`config.mk`:
```
export PLATFORM = sky130hd
export DESIGN_NAME = pmea_core
export DESIGN_NICKNAME = d
export VERILOG_FILES = /design/src/hw/pmea_core.v
export VERILOG_INCLUDE_DIRS = /design/src /design/src/shared
export SDC_FILE = /design/constraint.sdc
export NUM_CORES = 1
export LEC_CHECK = 0
export BUFFER_PORTS_ARGS = -buffer_cell sky130_fd_sc_hd__clkbuf_2
export CORE_ASPECT_RATIO = 0.6
export CORE_MARGIN = 2
export CORE_UTILIZATION = 58
export DETAILED_ROUTE_END_ITERATION = 8
export HOLD_SLACK_MARGIN = 0.05
export PLACE_DENSITY = 0.88
export SLEW_MARGIN = 30
export SYNTH_ARGS = -nofsm -noshare
export SYNTH_HDL_FRONTEND = slang
export SYNTH_SLANG_ARGS = --single-unit
```
`constraint.sdc`:
```
create_clock -name i_clk -period 5.6 [get_ports i_clk]
set_input_delay 1.12 -clock i_clk [delete_from_list [all_inputs] [get_ports i_clk]]
set_output_delay 1.12 -clock i_clk [all_outputs]
set_load 0.005 [all_outputs]
```
`src/shared/pmea_map.vh`:
```
// constants of the power mode and eeprom arbiter block
`ifndef PMEA_MAP_VH
`define PMEA_MAP_VH
// eeprom word addresses of configuration and password
`define PMEA_ADDR_CFG   8'h04
`define PMEA_ADDR_PWD   8'h05
// configuration word fields
`define PMEA_F_PM       1:0
`define PMEA_F_WMASK    7:4
`define PMEA_F_VSEL     12:8
`define PMEA_F_RSEL     14:13
`define PMEA_B_SILENT   16
`define PMEA_B_RPROT    24
`define PMEA_B_WPROT    25
`define PMEA_F_ALIM     31:26
// power mode codes
`define PMEA_PM_DEF     2'h0
`define PMEA_PM_EXT     2'h3
// reset values
`define PMEA_CFG_RST    32'h0
`define PMEA_PWD_RST    32'h0
`define PMEA_PIN_RST    4'h4
// authentication attempt limit
`define PMEA_AUTH_MAX   3'h7
// harvest voltage table
`define PMEA_VSEL_TOP   5'h1a
`define PMEA_MV_BASE    13'h076c
`define PMEA_MV_STEP    13'h0064
`define PMEA_MV_OUT     13'h0708
// timing
`define PMEA_CLK_NS     10
`define PMEA_IODD_NS    450000
`endif

```
`src/hw/pmea_core.v`:
```
// power mode, start-up load, reset and eeprom arbitration logic
`timescale 1ns/100ps
`include "pmea_map.vh"
module pmea_core #(
   parameter AW       = 8,
   parameter DW       = 32,
   parameter HW       = 17,
   parameter IODD_CYC = (`PMEA_IODD_NS + `PMEA_CLK_NS - 1) / `PMEA_CLK_NS
) (
   // clock and reset
   input  wire          i_clk,
   input  wire          i_rst,
   // pins, asynchronous
   input  wire          i_field_power_on_detect,
   input  wire          i_io_supply_pin,
   input  wire          i_cs_n,
   input  wire          i_io_below_thr,
   // host power mode write
   input  wire          i_cfg2_wr,
   input  wire [1:0]    i_cfg2_mode,
   // rf engine requests
   input  wire          i_rf_req,
   input  wire          i_rf_we,
   input  wire [AW-1:0] i_rf_addr,
   input  wire [DW-1:0] i_rf_wdata,
   input  wire          i_ev_selected,
   input  wire          i_ev_sleep_req,
   // serial engine requests
   input  wire          i_sp_req,
   input  wire          i_sp_we,
   input  wire [AW-1:0] i_sp_addr,
   input  wire [DW-1:0] i_sp_wdata,
   // eeprom
   input  wire          i_ee_done,
   input  wire [DW-1:0] i_ee_rdata,
   output reg           o_ee_req,
   output reg           o_ee_we,
   output reg  [AW-1:0] o_ee_addr,
   output reg  [DW-1:0] o_ee_wdata,
   // rf answers
   output reg           o_rf_done,
   output reg           o_rf_nak_conflict,
   output reg           o_rf_nak_prot,
   output reg  [DW-1:0] o_rf_rdata,
   output reg           o_rf_off,
   // serial answers
   output reg           o_sp_done,
   output reg  [DW-1:0] o_sp_rdata,
   // host interrupts
   output reg           o_irq_init,
   output reg           o_irq_err_acc,
   output reg           o_irq_wake,
   // power and status
   output reg           o_ready,
   output reg           o_vdd_on,
   output reg           o_vdd_from_io,
   output reg  [1:0]    o_power_mode_setting,
   output reg           o_harvest_en,
   output reg           o_harvest_oe_n,
   output reg  [1:0]    o_harvest_rsel,
   output reg  [12:0]   o_harvest_mv,
   output reg           o_auth_ok,
   output reg           o_auth_locked
);

   // init states
   localparam [3:0] S_OFF  = 4'b0001;
   localparam [3:0] S_LCFG = 4'b0010;
   localparam [3:0] S_LPWD = 4'b0100;
   localparam [3:0] S_RUN  = 4'b1000;
   // arbiter owners
   localparam [2:0] A_IDLE = 3'b001;
   localparam [2:0] A_RF   = 3'b010;
   localparam [2:0] A_SP   = 3'b100;

   // pin synchronisers
   reg  [3:0]    pin_s1_ff;
   reg  [3:0]    pin_s2_ff;
   wire          field;
   wire          io_on;
   wire          cs_low;
   wire          io_low;

   // state
   reg  [3:0]    init_ff;
   reg  [2:0]    own_ff;
   reg           own_we_ff;
   reg  [AW-1:0] own_addr_ff;
   reg  [DW-1:0] own_wdata_ff;
   reg  [DW-1:0] cfg_ff;
   reg  [DW-1:0] pwd_ff;
   reg  [1:0]    pm_ff;
   reg  [HW-1:0] hold_ff;
   reg  [2:0]    fail_ff;
   reg           auth_ff;

   // combinational power decode
   reg           nxt_vdd_from_io;
   reg           nxt_powered;
   wire          pm_ext;
   wire          locked;
   wire          silent_block;
   wire          harv_on;

   assign field  = pin_s2_ff[0];
   assign io_on  = pin_s2_ff[1];
   assign cs_low = ~pin_s2_ff[2];
   assign io_low = pin_s2_ff[3];
   assign pm_ext = (pm_ff == `PMEA_PM_EXT);
   assign locked = (fail_ff == `PMEA_AUTH_MAX);

   // silent mode drops rf requests while io is below threshold
   assign silent_block = cfg_ff[`PMEA_B_SILENT] & io_low;

   // output enable only in default mode with a non-zero resistance
   assign harv_on = init_ff[3] & (pm_ff == `PMEA_PM_DEF)
                    & (cfg_ff[`PMEA_F_RSEL] != 2'h0);

   // voltage code to millivolts, codes above the top fall back to 1.8 v
   function [12:0] harv_mv;
      input [4:0] code;
      begin
         if (code <= `PMEA_VSEL_TOP) begin
            harv_mv = `PMEA_MV_BASE + `PMEA_MV_STEP * {8'h00, code};
         end else begin
            harv_mv = `PMEA_MV_OUT;
         end
      end
   endfunction

   // rf access guarded by password unless authenticated
   function prot_hit;
      input [AW-1:0] addr;
      input          we;
      begin
         prot_hit = ~auth_ff & (addr >= {{(AW-6){1'b0}}, cfg_ff[`PMEA_F_ALIM]})
                    & (we ? cfg_ff[`PMEA_B_WPROT] : cfg_ff[`PMEA_B_RPROT]);
      end
   endfunction

   // pins pass two flops; first stage feeds only the second
   always @(posedge i_clk) begin
      if (i_rst) begin
         pin_s1_ff <= `PMEA_PIN_RST;
         pin_s2_ff <= `PMEA_PIN_RST;
      end else begin
         pin_s1_ff <= {i_io_below_thr, i_cs_n, i_io_supply_pin, i_field_power_on_detect};
         pin_s2_ff <= pin_s1_ff;
      end
   end

   // io switch hold timer, reloaded while cs low or serial write busy
   always @(posedge i_clk) begin
      if (i_rst) begin
         hold_ff <= {HW{1'b0}};
      end else if (io_on & (cs_low | (own_ff[2] & own_we_ff))) begin
         hold_ff <= IODD_CYC[HW-1:0];
      end else if (hold_ff != {HW{1'b0}}) begin
         hold_ff <= hold_ff - {{(HW-1){1'b0}}, 1'b1};
      end
   end

   // supply selection
   always @* begin
      nxt_vdd_from_io = io_on & (pm_ext | (~field & (cs_low | (hold_ff != {HW{1'b0}}))));
      nxt_powered     = field | nxt_vdd_from_io;
   end

   // start-up load and full reset
   always @(posedge i_clk) begin
      if (i_rst) begin
         init_ff <= S_OFF;
         cfg_ff  <= `PMEA_CFG_RST;
         pwd_ff  <= `PMEA_PWD_RST;
         pm_ff   <= `PMEA_PM_DEF;
      end else begin
         case (init_ff)
            S_OFF: begin
               if (nxt_powered) begin
                  init_ff <= S_LCFG;
               end
            end
            S_LCFG: begin
               if (i_ee_done) begin
                  cfg_ff  <= i_ee_rdata;
                  pm_ff   <= i_ee_rdata[`PMEA_F_PM];
                  init_ff <= S_LPWD;
               end
            end
            S_LPWD: begin
               if (i_ee_done) begin
                  pwd_ff  <= i_ee_rdata;
                  init_ff <= S_RUN;
               end
            end
            S_RUN: begin
               if (~nxt_powered) begin
                  init_ff <= S_OFF;
                  pm_ff   <= `PMEA_PM_DEF;
               end else if (i_cfg2_wr & own_ff[0]) begin
                  pm_ff   <= i_cfg2_mode;
               end
               if (own_ff[1] & i_ee_done & own_we_ff & (own_addr_ff == `PMEA_ADDR_PWD)) begin
                  pwd_ff <= own_wdata_ff;
               end else if (own_ff[2] & i_ee_done & own_we_ff & (own_addr_ff == `PMEA_ADDR_PWD)) begin
                  pwd_ff <= own_wdata_ff;
               end
            end
            default: begin
               init_ff <= S_OFF;
            end
         endcase
      end
   end

   // arbiter; a lost power takes the grant with it
   always @(posedge i_clk) begin
      if (i_rst) begin
         own_ff            <= A_IDLE;
         own_we_ff         <= 1'b0;
         own_addr_ff       <= {AW{1'b0}};
         own_wdata_ff      <= {DW{1'b0}};
         o_ee_req          <= 1'b0;
         o_ee_we           <= 1'b0;
         o_ee_addr         <= {AW{1'b0}};
         o_ee_wdata        <= {DW{1'b0}};
         o_rf_done         <= 1'b0;
         o_rf_nak_conflict <= 1'b0;
         o_rf_nak_prot     <= 1'b0;
         o_rf_rdata        <= {DW{1'b0}};
         o_sp_done         <= 1'b0;
         o_sp_rdata        <= {DW{1'b0}};
         o_irq_init        <= 1'b0;
         o_irq_err_acc     <= 1'b0;
         o_irq_wake        <= 1'b0;
         fail_ff           <= 3'h0;
         auth_ff           <= 1'b0;
      end else begin
         o_ee_req          <= 1'b0;
         o_rf_done         <= 1'b0;
         o_rf_nak_conflict <= 1'b0;
         o_rf_nak_prot     <= 1'b0;
         o_sp_done         <= 1'b0;
         o_irq_init        <= 1'b0;
         o_irq_err_acc     <= 1'b0;
         o_irq_wake        <= |(cfg_ff[`PMEA_F_WMASK] & {own_ff[1] & i_ee_done & own_we_ff,
                              i_ev_sleep_req, i_ev_selected,
                              init_ff[2] & i_ee_done});
         if (init_ff[0] & nxt_powered) begin
            o_ee_req  <= 1'b1;
            o_ee_we   <= 1'b0;
            o_ee_addr <= `PMEA_ADDR_CFG;
         end else if (init_ff[1] & i_ee_done) begin
            o_ee_req  <= 1'b1;
            o_ee_we   <= 1'b0;
            o_ee_addr <= `PMEA_ADDR_PWD;
         end
         if (~init_ff[3] | ~nxt_powered) begin
            own_ff  <= A_IDLE;
            if (init_ff[3]) begin
               fail_ff <= 3'h0;
               auth_ff <= 1'b0;
            end
         end else begin
            case (own_ff)
               A_IDLE: begin
                  if (i_rf_req & ~silent_block) begin
                     if (i_rf_we & (i_rf_addr == `PMEA_ADDR_PWD) & ~auth_ff) begin
                        if (locked) begin
                           o_rf_nak_prot <= 1'b1;
                        end else if (i_rf_wdata == pwd_ff) begin
                           auth_ff   <= 1'b1;
                           o_rf_done <= 1'b1;
                        end else begin
                           fail_ff       <= fail_ff + 3'h1;
                           o_rf_nak_prot <= 1'b1;
                        end
                     end else if (prot_hit(i_rf_addr, i_rf_we)) begin
                        o_rf_nak_prot <= 1'b1;
                     end else begin
                        own_ff       <= A_RF;
                        own_we_ff    <= i_rf_we;
                        own_addr_ff  <= i_rf_addr;
                        own_wdata_ff <= i_rf_wdata;
                        o_ee_req     <= 1'b1;
                        o_ee_we      <= i_rf_we;
                        o_ee_addr    <= i_rf_addr;
                        o_ee_wdata   <= i_rf_wdata;
                     end
                  end else if (i_sp_req) begin
                     // serial side never sees the password check
                     own_ff       <= A_SP;
                     own_we_ff    <= i_sp_we;
                     own_addr_ff  <= i_sp_addr;
                     own_wdata_ff <= i_sp_wdata;
                     o_ee_req     <= 1'b1;
                     o_ee_we      <= i_sp_we;
                     o_ee_addr    <= i_sp_addr;
                     o_ee_wdata   <= i_sp_wdata;
                  end
               end
               A_RF: begin
                  if (i_sp_req) begin
                     o_irq_err_acc <= 1'b1;
                     o_sp_done     <= 1'b1;
                     o_sp_rdata    <= {DW{1'b0}};
                  end
                  if (i_ee_done) begin
                     own_ff     <= A_IDLE;
                     o_rf_done  <= 1'b1;
                     o_rf_rdata <= own_we_ff ? {DW{1'b0}} : i_ee_rdata;
                  end
               end
               A_SP: begin
                  if (i_rf_req & ~silent_block) begin
                     o_rf_nak_conflict <= 1'b1;
                     o_irq_init        <= 1'b1;
                     o_irq_err_acc     <= 1'b1;
                  end
                  if (i_ee_done) begin
                     own_ff     <= A_IDLE;
                     o_sp_done  <= 1'b1;
                     o_sp_rdata <= own_we_ff ? {DW{1'b0}} : i_ee_rdata;
                  end
               end
               default: begin
                  own_ff <= A_IDLE;
               end
            endcase
         end
      end
   end

   // registered status and power outputs
   always @(posedge i_clk) begin
      if (i_rst) begin
         o_ready              <= 1'b0;
         o_vdd_on             <= 1'b0;
         o_vdd_from_io        <= 1'b0;
         o_power_mode_setting <= `PMEA_PM_DEF;
         o_harvest_en         <= 1'b0;
         o_harvest_oe_n       <= 1'b1;
         o_harvest_rsel       <= 2'h0;
         o_harvest_mv         <= 13'h0000;
         o_rf_off             <= 1'b0;
         o_auth_ok            <= 1'b0;
         o_auth_locked        <= 1'b0;
      end else begin
         o_ready              <= init_ff[3];
         o_vdd_on             <= nxt_powered;
         o_vdd_from_io        <= nxt_vdd_from_io;
         o_power_mode_setting <= pm_ff;
         // pin left floating when harvesting is off
         o_harvest_en         <= harv_on;
         o_harvest_oe_n       <= ~harv_on;
         o_harvest_rsel       <= harv_on ? cfg_ff[`PMEA_F_RSEL] : 2'h0;
         o_harvest_mv         <= harv_mv(cfg_ff[`PMEA_F_VSEL]);
         o_rf_off             <= silent_block;
         o_auth_ok            <= auth_ff;
         o_auth_locked        <= locked;
      end
   end

endmodule // pmea_core

```
==> reports/qor.txt, run 1 <==
Leak Pwr = 5.226 nW
total core area = 18110 sq um
initial cell density of the core = 59.51%
initial antenna violation count = 0
clk buf depth = 3
Worst Skew = 0.01144 ns
die area = 19730 sq um
via count = 10570
element type at the critical path end = flip-flop
DRT iter0 DRCs = 1303
Cell variety after synth = 72
commonest cells in the netlist = dfxtp_1 (234), nand2_1 (135), nor2_1 (103)
Max Freq = 284.5 MHz
H-Tree Depth = 1
period utilization = 62.77%
grt ovf = 0
Tmin final = 3.515 ns
Final Slew Violations = 0
Pwr Density = 307.0 nW/um^2
Crit Path Max Fanout = 40
Cells after Synth = 1251
Synth top area share = 43.45%
WP data required = 6.01 ns
fillers = 1471
Register Area = 4684 sq um
PnR worst setup slack = 2.085 ns
Final ANT Viol Nets = 0
# diodes = 0
Final TNS setup = 0 ns
GRT Total Usage = 34.57%
clock tree from TritonCTS = done
port bufs = 263
CTS Hold Bufs = 0
GPL Wtd Cong = 0.9514
Post-Place Worst Slack = 1.645 ns
multi-input logic area = 5707 sq um
sequential share of the synthesized area = 43.45%
largest net degree at the start of global routing = 143
unrepaired setup endpoints after global routing = no
status = complete, no violations
Area growth syn-to-layout = 20.13%
Worst slew margin = 38.65%
routed wire length = 35450 um
Syn Std Cell Area = 10780 sq um
postcts setup bufs = 0
Resized Gates After CTS = 0
Synth Area per Inst = 8.617 sq um
drt wl/cell = 20.69 um
asr flop ratio synth = 0%
CTS buffer count = 22
share of layout cells above drive strength 1 = 23.29%
Ports = 266
cell with the most instances after synthesis = dfxtp_1
vias per cell = 6.170
worst skew pair latency = 0.51 ns
final setup vio count = 0
Worst EP arrival = 3.92 ns
Synth area leaders = dfxtp_1 (43%), mux2i_1 (5.2%), nand2_1 (4.7%)
Die Wd = 180.0 um
final hold vios = 0
DRT Pass-1 Iters = 6
Synth Flop Type = dfxtp_1
max_cap viols = 0
first-pass GRT wire length = 53500 um
Sink Count = 234
vias in the first global route = 9545
# rows = 38
area leader, netlist = dfxtp_1
VDD IR-drop max = 0.2087 mV
Setup Crit Path Kind = flip-flop to flip-flop
number of synthesized flops with an enable pin = 0
CTS root buffer = clkbuf_16
Worst Hold Class = flip-flop to flip-flop
nets@finish = 1617
Startpoint Class = flip-flop
Detailed Place HPWL = 25260 um
actual slew at the worst max-slew pin = 0.9132 ns
Yosys warnings = 0
Yosys reg bits = 234
DR DRC count = 0
Worst-path clk slew = 0.07 ns
Die Height = 109.6 um
-- final timing paths --
path	startpoint	to	slack [ns]	cells after the start
worst max-delay path	init_ff[3]	pwd_ff[19]	2.08	7
worst max register to register	init_ff[3]	pwd_ff[19]	2.08	7
worst min register to register	pin_s1_ff[2]	pin_s2_ff[2]	0.41	1
worst min-delay path	pin_s1_ff[2]	pin_s2_ff[2]	0.41	1
-- cell usage in the layout (no fill, tap or decap), types with 17 or more instances in the layout --
cell type / Yosys / layout
clkbuf_2: 0 / 262
dfxtp_1: 234 / 234
nand2_1: 135 / 135
nor2_1: 103 / 102
a21oi_1: 98 / 98
nand3_1: 81 / 81
mux2i_1: 56 / 56
o21ai_0: 50 / 50
nand2b_1: 39 / 39
a211oi_1: 39 / 39
a311oi_1: 38 / 38
xor2_1: 35 / 35
ha_1: 31 / 31
clkbuf_16: 0 / 23
inv_1: 23 / 22
nor2b_1: 21 / 21
xnor2_1: 20 / 20
nor3_1: 19 / 19
nor4_1: 18 / 17
-- power by group --
group,internal [mW],switching (mW)
clock network,0.900,0.651
registers,1.72,0.0527
logic,0.246,0.410
-- routing by layer --
layer	vias to the layer above	wire length (um)	global-route usage (%)
li1	4848	-	-
met1	4989	15080	49.76
met2	659	14640	50.41
met3	74	4769	10.60
met4	0	956	8.769
met5	-	0	0
-- registers in the layout, indices dropped and copies added, names as in the netlist, 2 cells and up --
name and flops:
own_wdata_ff 32, cfg_ff 20, o_rf_rdata 32, fail_ff 3
o_harvest_rsel 2, o_harvest_mv 11, hold_ff 17, init_ff 4
o_power_mode_setting 2, pm_ff 2, own_addr_ff 8, pin_s2_ff 4
own_ff 3, o_sp_rdata 32, pin_s1_ff 4, o_ee_addr 8
pwd_ff 32
-- worst max-delay path: stages, from the launching register on --
cell      delay (ns)
dfxtp_1         0.67
nor4b_2         0.31
buf_4           0.60
nand4_1         0.35
a21boi_4        0.62
buf_4           0.49
nor2_1          0.08
a211oi_1        0.26
-- cells by family (layout without fill, tap and decap cells) --
group / after synthesis / count (layout) / share of synthesized area, %
muxes: 60 / 60 / 5.652
and+or+nand+nor: 469 / 469 / 21.09
xor gates and xnor gates: 55 / 55 / 4.468
DFF: 234 / 234 / 43.45
adders and majority gates: 32 / 32 / 3.784
other: 1 / 2 / 0.03479
buffers and inverters: 118 / 339 / 4.422
AOI/OAI and AO/OA: 282 / 282 / 17.10
-- metrics by stage --
stage	cells	util, %	hold slack (ns)	cell area (sq um)	power, mW
3_5_place_dp	1673	67.25	0.3975	12180	2.435
3_3_place_gp	1673	67.25	0.3960	12180	2.413
5_1_grt	1713	71.49	0.4625	12950	4.112
4_1_cts	1713	71.38	0.4196	12930	3.968
2_1_floorplan	1252	-	0.3895	10780	2.239
6_report	1713	71.49	0.4107	12950	3.976
-- layout make-up --
| type | count | area share, % |
|---|---|---|
| well taps | 240 | 2.319 |
| flip-flops and latches | 234 | 36.17 |
| repair buffers | 276 | 10.99 |
| multi-input cells | 900 | 44.07 |
| inverters | 23 | 0.6667 |
| clock buffers | 30 | 4.957 |
| clock inverters | 10 | 0.8309 |
Note: power is estimated with default switching activity, not from simulation.
==> inputs of run 2 (changes only) <==
CORE_UTILIZATION = 49   (was 58)
PLACE_DENSITY = 0.79   (was 0.88)
clock period = 3.2 ns   (was 5.6 ns; I/O delays follow)
==> reports/qor.txt, run 2 (synthesis gave the netlist of run 1 again) <==
status = complete, no violations (unchanged)
slowest CP cell = a2111oi_1 (was dfxtp_1)
share of layout cells above drive strength 1 = 23.98% (was 23.29%)
VDD IR-drop max = 0.3695 mV (was 0.2087 mV)
Final Slew Violations = 0 (unchanged)
Final TNS setup = 0 ns (unchanged)
Leak Pwr = 5.301 nW (was 5.226 nW)
grt ovf = 0 (unchanged)
clock tree from TritonCTS = done (unchanged)
Worst slew margin = 47.62% (was 38.65%)
Worst path max stage delay = 0.46 ns (was 0.67 ns)
H-Tree Depth = 1 (unchanged)
Die Height = 118.9 um (was 109.6 um)
Sink Count = 234 (unchanged)
nets@finish = 1633 (was 1617)
CTS Hold Bufs = 0 (unchanged)
largest net degree at the start of global routing = 165 (was 143)
CTS buffer count = 23 (was 22)
most frequent cells in the layout = clkbuf_2 (262), dfxtp_1 (234), nand2_1 (135) (unchanged)
first-pass GRT wire length = 55190 um (was 53500 um)
DRT Pass-1 Iters = 5 (was 6)
# rows = 41 (was 38)
vias in the first global route = 9634 (was 9545)
routed wire length = 36140 um (was 35450 um)
commonest non-fill, non-tap cell in the layout = clkbuf_2 (unchanged)
final hold vios = 0 (unchanged)
Worst Hold Class = primary input to flip-flop (was flip-flop to flip-flop)
drt wl/cell = 20.44 um (was 20.69 um)
GPL Wtd Cong = 0.9588 (was 0.9514)
GRT Total Usage = 30.21% (was 34.57%)
worst skew pair latency = 0.52 ns (was 0.51 ns)
Finished Core Util = 61.69% (was 71.49%)
Top delay family on crit path = adder cells (was buffers and inverters)
Area growth syn-to-layout = 21.82% (was 20.13%)
# diodes = 0 (unchanged)
vias per cell = 5.877 (was 6.170)
Crit path top cell by count = ha_1 (was buf_4)
Crit Path Max Fanout = 7 (was 40)
CP cell instances = inv_1 > ha_1 > inv_1 > ha_1 > ha_1 > nor2b_1 > o21a_1 > or3_1 > a2111oi_1 > xnor2_1 > nor2_1 (was nor4b_2 > buf_4 > nand4_1 > a21boi_4 > buf_4 > nor2_1 > a211oi_1)
element type at the critical path end = flip-flop (unchanged)
Worst-path clk slew = 0.07 ns (about the same)
Detailed Place HPWL = 26040 um (was 25260 um)
WP data required = 3.60 ns (was 6.01 ns)
die area = 23240 sq um (was 19730 sq um)
fillers = 1866 (was 1471)
Tmin final = 3.000 ns (was 3.515 ns)
actual slew at the worst max-slew pin = 0.7775 ns (was 0.9132 ns)
DR DRC count = 0 (unchanged)
period utilization = 93.75% (was 62.77%)
via count = 10390 (was 10570)
Max Freq = 333.3 MHz (was 284.5 MHz)
initial cell density of the core = 50.64% (was 59.51%)
port bufs = 263 (unchanged)
Ports = 266 (unchanged)
final setup vio count = 0 (unchanged)
postcts setup bufs = 0 (unchanged)
DRT iter0 DRCs = 1071 (was 1303)
R2R setup slack = 0.20 ns (was 2.08 ns)
Startpoint Class = flip-flop (unchanged)
Setup Crit Path Kind = flip-flop to flip-flop (unchanged)
Worst Skew = 0.008262 ns (was 0.01144 ns)
unrepaired setup endpoints after global routing = no (unchanged)
max_cap viols = 0 (unchanged)
CTS root buffer = clkbuf_16 (unchanged)
total core area = 21290 sq um (was 18110 sq um)
Final ANT Viol Nets = 0 (unchanged)
clk buf depth = 3 (unchanged)
Pwr Density = 533.2 nW/um^2 (was 307.0 nW/um^2)
Worst EP arrival = 3.40 ns (was 3.92 ns)
initial antenna violation count = 0 (unchanged)
CP bufs+invs = 2 (unchanged)
Die Wd = 195.5 um (was 180.0 um)
run 2: cell count changes in the layout (fill, tap and decap cells not counted), sizes merged:
cell / delta
clkbuf: -3
buf: +16
clkinvlp: +1
clkinv: +2
run 2: report_power, final:
part	switching, mW	internal (mW)
combinational	0.743	0.477
sequential	0.0824	3.00
clock	1.19	1.51
total	2.01	4.99
run 2: layer usage:
| metal | share of wire, % | GRT usage [%] | vias to the layer above |
|---|---|---|---|
| met2 | 40 | 42.10 | 566 |
| met3 | 12 | 9.941 | 32 |
| met5 | 0 | 0 | - |
| met1 | 46 | 45.46 | 4917 |
| li1 | - | - | 4876 |
| met4 | 1.1 | 4.819 | 0 |
run 2: final timing paths:
kind | start | cells past startpoint | endpoint
setup / recovery | cfg_ff[10] | 11 | o_harvest_mv[11]
hold / removal | i_cs_n | 2 | pin_s1_ff[2]
setup reg to reg | cfg_ff[10] | 11 | o_harvest_mv[11]
hold reg to reg | pin_s1_ff[2] | 1 | pin_s2_ff[2]
run 2: repair_timing:
item | in CTS | in global routing
resized for setup | 0 | 1
setup endpoints to repair | 0 | 1
hold endpoints to repair | 0 | 0
run 2: per-stage QoR:
step / hold WS (ns) / cells / cell area, sq um / setup slack, ns / power (mW)
2_1_floorplan: 0.3895 / 1252 / 10780 / 0.3082 / 3.919
3_3_place_gp: 0.3963 / 1727 / 12410 / 0.07953 / 4.299
3_5_place_dp: 0.4065 / 1727 / 12410 / 0.05765 / 4.330
4_1_cts: 0.2951 / 1768 / 13130 / 0.1544 / 6.984
5_1_grt: 0.3064 / 1768 / 13130 / 0.03915 / 7.265
6_report: 0.3105 / 1768 / 13130 / 0.1999 / 7.003
run 2: area by class of cell:
cell class / instances / area [sq um] / area share, %
clock buffer: 28 / 604.3 / 4.602
tap: 279 / 349.1 / 2.658
sequential: 234 / 4684 / 35.67
clock inverter: 13 / 121.4 / 0.9242
inverter: 23 / 86.33 / 0.6574
multi-input combinational: 900 / 5692 / 43.34
timing repair buffer: 291 / 1595 / 12.15
==> inputs of run 3 (changes only) <==
--- a/config.mk
+++ b/config.mk
@@ -11,6 +11,6 @@
 export CORE_MARGIN = 2
-export CORE_UTILIZATION = 49
+export CORE_UTILIZATION = 54
 export DETAILED_ROUTE_END_ITERATION = 8
 export HOLD_SLACK_MARGIN = 0.05
-export PLACE_DENSITY = 0.79
+export PLACE_DENSITY = 0.83
 export SLEW_MARGIN = 30
==> constraint.sdc (replaced) <==
create_clock -name i_clk -period 3.3 [get_ports i_clk]
set_input_delay 0.66 -clock i_clk [delete_from_list [all_inputs] [get_ports i_clk]]
set_output_delay 0.66 -clock i_clk [all_outputs]
set_load 0.02 [all_outputs]
==> reports/qor.txt, run 3 (synthesis gave the netlist of run 1 again) <==
nets@finish = 1629 (was 1633)
Post-Place Worst Slack = 0.1064 ns (was 0.05765 ns)
multi-input logic area = 5697 sq um (was 5692 sq um)
Crit path top cell by count = ha_1 (unchanged)
clk buf depth = 3 (unchanged)
switch share = 27.08% (was 28.73%)
total core area = 19270 sq um (was 21290 sq um)
Design Area, Final = 13220 sq um (was 13130 sq um)
CP cell instances = inv_1 > ha_1 > inv_1 > ha_1 > ha_1 > nor2b_1 > o21a_1 > or3_1 > a2111oi_2 > xnor2_1 > nor2_1 (was inv_1 > ha_1 > inv_1 > ha_1 > ha_1 > nor2b_1 > o21a_1 > or3_1 > a2111oi_1 > xnor2_1 > nor2_1)
Die Wd = 186.4 um (was 195.5 um)
worst skew pair latency = 0.52 ns (about the same)
share of layout cells above drive strength 1 = 24.06% (was 23.98%)
Final TNS setup = 0 ns (unchanged)
Worst Hold Class = primary input to flip-flop (unchanged)
element type at the critical path end = flip-flop (unchanged)
Seq pwr share = 41.9% (was 44.1%)
status = complete, no violations (unchanged)
P_int = 5.223 mW (was 4.991 mW)
Sink Count = 234 (unchanged)
drt wl/cell = 20.63 um (was 20.44 um)
Setup Crit Path Kind = flip-flop to flip-flop (unchanged)
grt ovf = 0 (unchanged)
VDD IR-drop max = 0.3641 mV (was 0.3695 mV)
Worst path max stage delay = 0.49 ns (was 0.46 ns)
actual slew at the worst max-slew pin = 0.9599 ns (was 0.7775 ns)
die area = 21150 sq um (was 23240 sq um)
most frequent cells in the layout = clkbuf_2 (262), dfxtp_1 (234), nand2_1 (135) (unchanged)
vias per cell = 6.055 (was 5.877)
Final ANT Viol Nets = 0 (unchanged)
Startpoint Class = flip-flop (unchanged)
Tmin final = 3.096 ns (was 3.000 ns)
largest net degree at the start of global routing = 92 (was 165)
WP data required = 3.69 ns (was 3.60 ns)
Worst EP arrival = 3.48 ns (was 3.40 ns)
unrepaired setup endpoints after global routing = no (unchanged)
Register Area = 4684 sq um (unchanged)
GPL Wtd Cong = 0.9792 (was 0.9588)
Area growth syn-to-layout = 22.64% (was 21.82%)
Max Freq = 323.0 MHz (was 333.3 MHz)
Die Height = 113.4 um (was 118.9 um)
# rows = 39 (was 41)
CTS root buffer = clkbuf_16 (unchanged)
DR DRC count = 0 (unchanged)
Finished Core Util = 68.59% (was 61.69%)
initial cell density of the core = 55.93% (was 50.64%)
Final Slew Violations = 0 (unchanged)
Worst slew margin = 36.01% (was 47.62%)
Gate power share = 16.3% (was 17.4%)
DRT iter0 DRCs = 1248 (was 1071)
final setup vio count = 0 (unchanged)
Top delay family on crit path = adder cells (unchanged)
CTS buffer count = 22 (was 23)
port bufs = 263 (unchanged)
routed wire length = 36090 um (was 36140 um)
Leak Pwr = 5.339 nW (was 5.301 nW)
commonest non-fill, non-tap cell in the layout = clkbuf_2 (unchanged)
fillers = 1587 (was 1866)
Crit Path Max Fanout = 7 (unchanged)
final hold vios = 0 (unchanged)
PnR worst setup slack = 0.2043 ns (was 0.1999 ns)
Worst-path clk slew = 0.07 ns (about the same)
fin cells = 1750 (was 1768)
Ports = 266 (unchanged)
initial antenna violation count = 0 (unchanged)
Pwr Density = 541.8 nW/um^2 (was 533.2 nW/um^2)
max_cap viols = 0 (unchanged)
DP Area = 12350 sq um (was 12410 sq um)
CP bufs+invs = 2 (unchanged)
clock tree from TritonCTS = done (unchanged)
Clock Power Share = 41.8% (was 38.5%)
Sw Pwr = 1.940 mW (was 2.012 mW)
postcts setup bufs = 0 (unchanged)
H-Tree Depth = 1 (unchanged)
slowest CP cell = a2111oi_2 (was a2111oi_1)
via count = 10600 (was 10390)
Worst Skew = 0.02144 ns (was 0.008262 ns)
placed cells = 1711 (was 1727)
first-pass GRT wire length = 55830 um (was 55190 um)
Detailed Place HPWL = 25810 um (was 26040 um)
DRT Pass-1 Iters = 6 (was 5)
period utilization = 93.81% (was 93.75%)
vias in the first global route = 9893 (was 9634)
# diodes = 0 (unchanged)
GRT Total Usage = 33.48% (was 30.21%)
[run 3: cell types whose count changed in the layout (fill, tap and decap cells not counted), moves of 2 or more]
cell and delta:
buf_4 -2, bufinv_16 +4, clkbuf_1 -4, clkbuf_8 +4
clkinv_2 -7
[run 3: power groups by stage]
| stage | Clock [mW] | Sequential (mW) | Combinational (mW) |
|---|---|---|---|
| 4_1_cts | 3.01 | 3.00 | 1.14 |
| 6_report | 3.00 | 3.00 | 1.17 |
| 5_1_grt | 3.13 | 3.01 | 1.27 |
| 3_5_place_dp | 0 | 3.06 | 1.13 |
| 2_1_floorplan | 0 | 3.04 | 0.774 |
| 3_3_place_gp | 0 | 3.06 | 1.10 |
[run 3: per-layer routing]
layer | GRT usage [%] | vias to the layer above | wire, um
met1 | 47.83 | 4998 | 15710
met4 | 9.440 | 0 | 994
met2 | 48.01 | 655 | 14570
met3 | 11.20 | 76 | 4819
li1 | - | 4867 | -
met5 | 0 | - | 0
[run 3: path summary, 6_finish.rpt]
check | startpoint | endpoint | slack (ns) | cells past startpoint
setup reg to reg | cfg_ff[10] | o_harvest_mv[11] | 0.20 | 11
hold / removal | i_cs_n | pin_s1_ff[2] | 0.34 | 2
setup / recovery | cfg_ff[10] | o_harvest_mv[11] | 0.20 | 11
hold reg to reg | pin_s1_ff[2] | pin_s2_ff[2] | 0.40 | 1
[run 3: area by class of cell]
type,instances,area share (%)
Clock inverter,11,1.637
Sequential cell,234,35.43
Clock buffer,28,4.874
Multi-Input combinational cell,900,43.09
Timing Repair Buffer,288,11.80
Inverter,23,0.6530
Tap cell,266,2.517
[run 3: metrics by stage]
stage	hold WS, ns	power, mW
final	0.3419	7.163
after detailed placement	0.3975	4.195
after floorplan	0.3895	3.815
after CTS	0.3250	7.151
after global routing	0.3510	7.412
after global placement	0.3924	4.159
[run 3: timing repair]
| action | 4_1_cts | 5_1_grt |
|---|---|---|
| setup endpoints to repair | 0 | 1 |
| hold buffers | 0 | 0 |
| resized for setup | 0 | 2 |
[run 3: worst register-to-register path, stage by stage (launching register included)]
cell and delay [ns]:
dfxtp_1 0.47, inv_1 0.10, ha_1 0.28, inv_1 0.04
ha_1 0.29, ha_1 0.38, nor2b_1 0.16, o21a_1 0.17
or3_1 0.35, a2111oi_2 0.49, xnor2_1 0.17, nor2_1 0.06
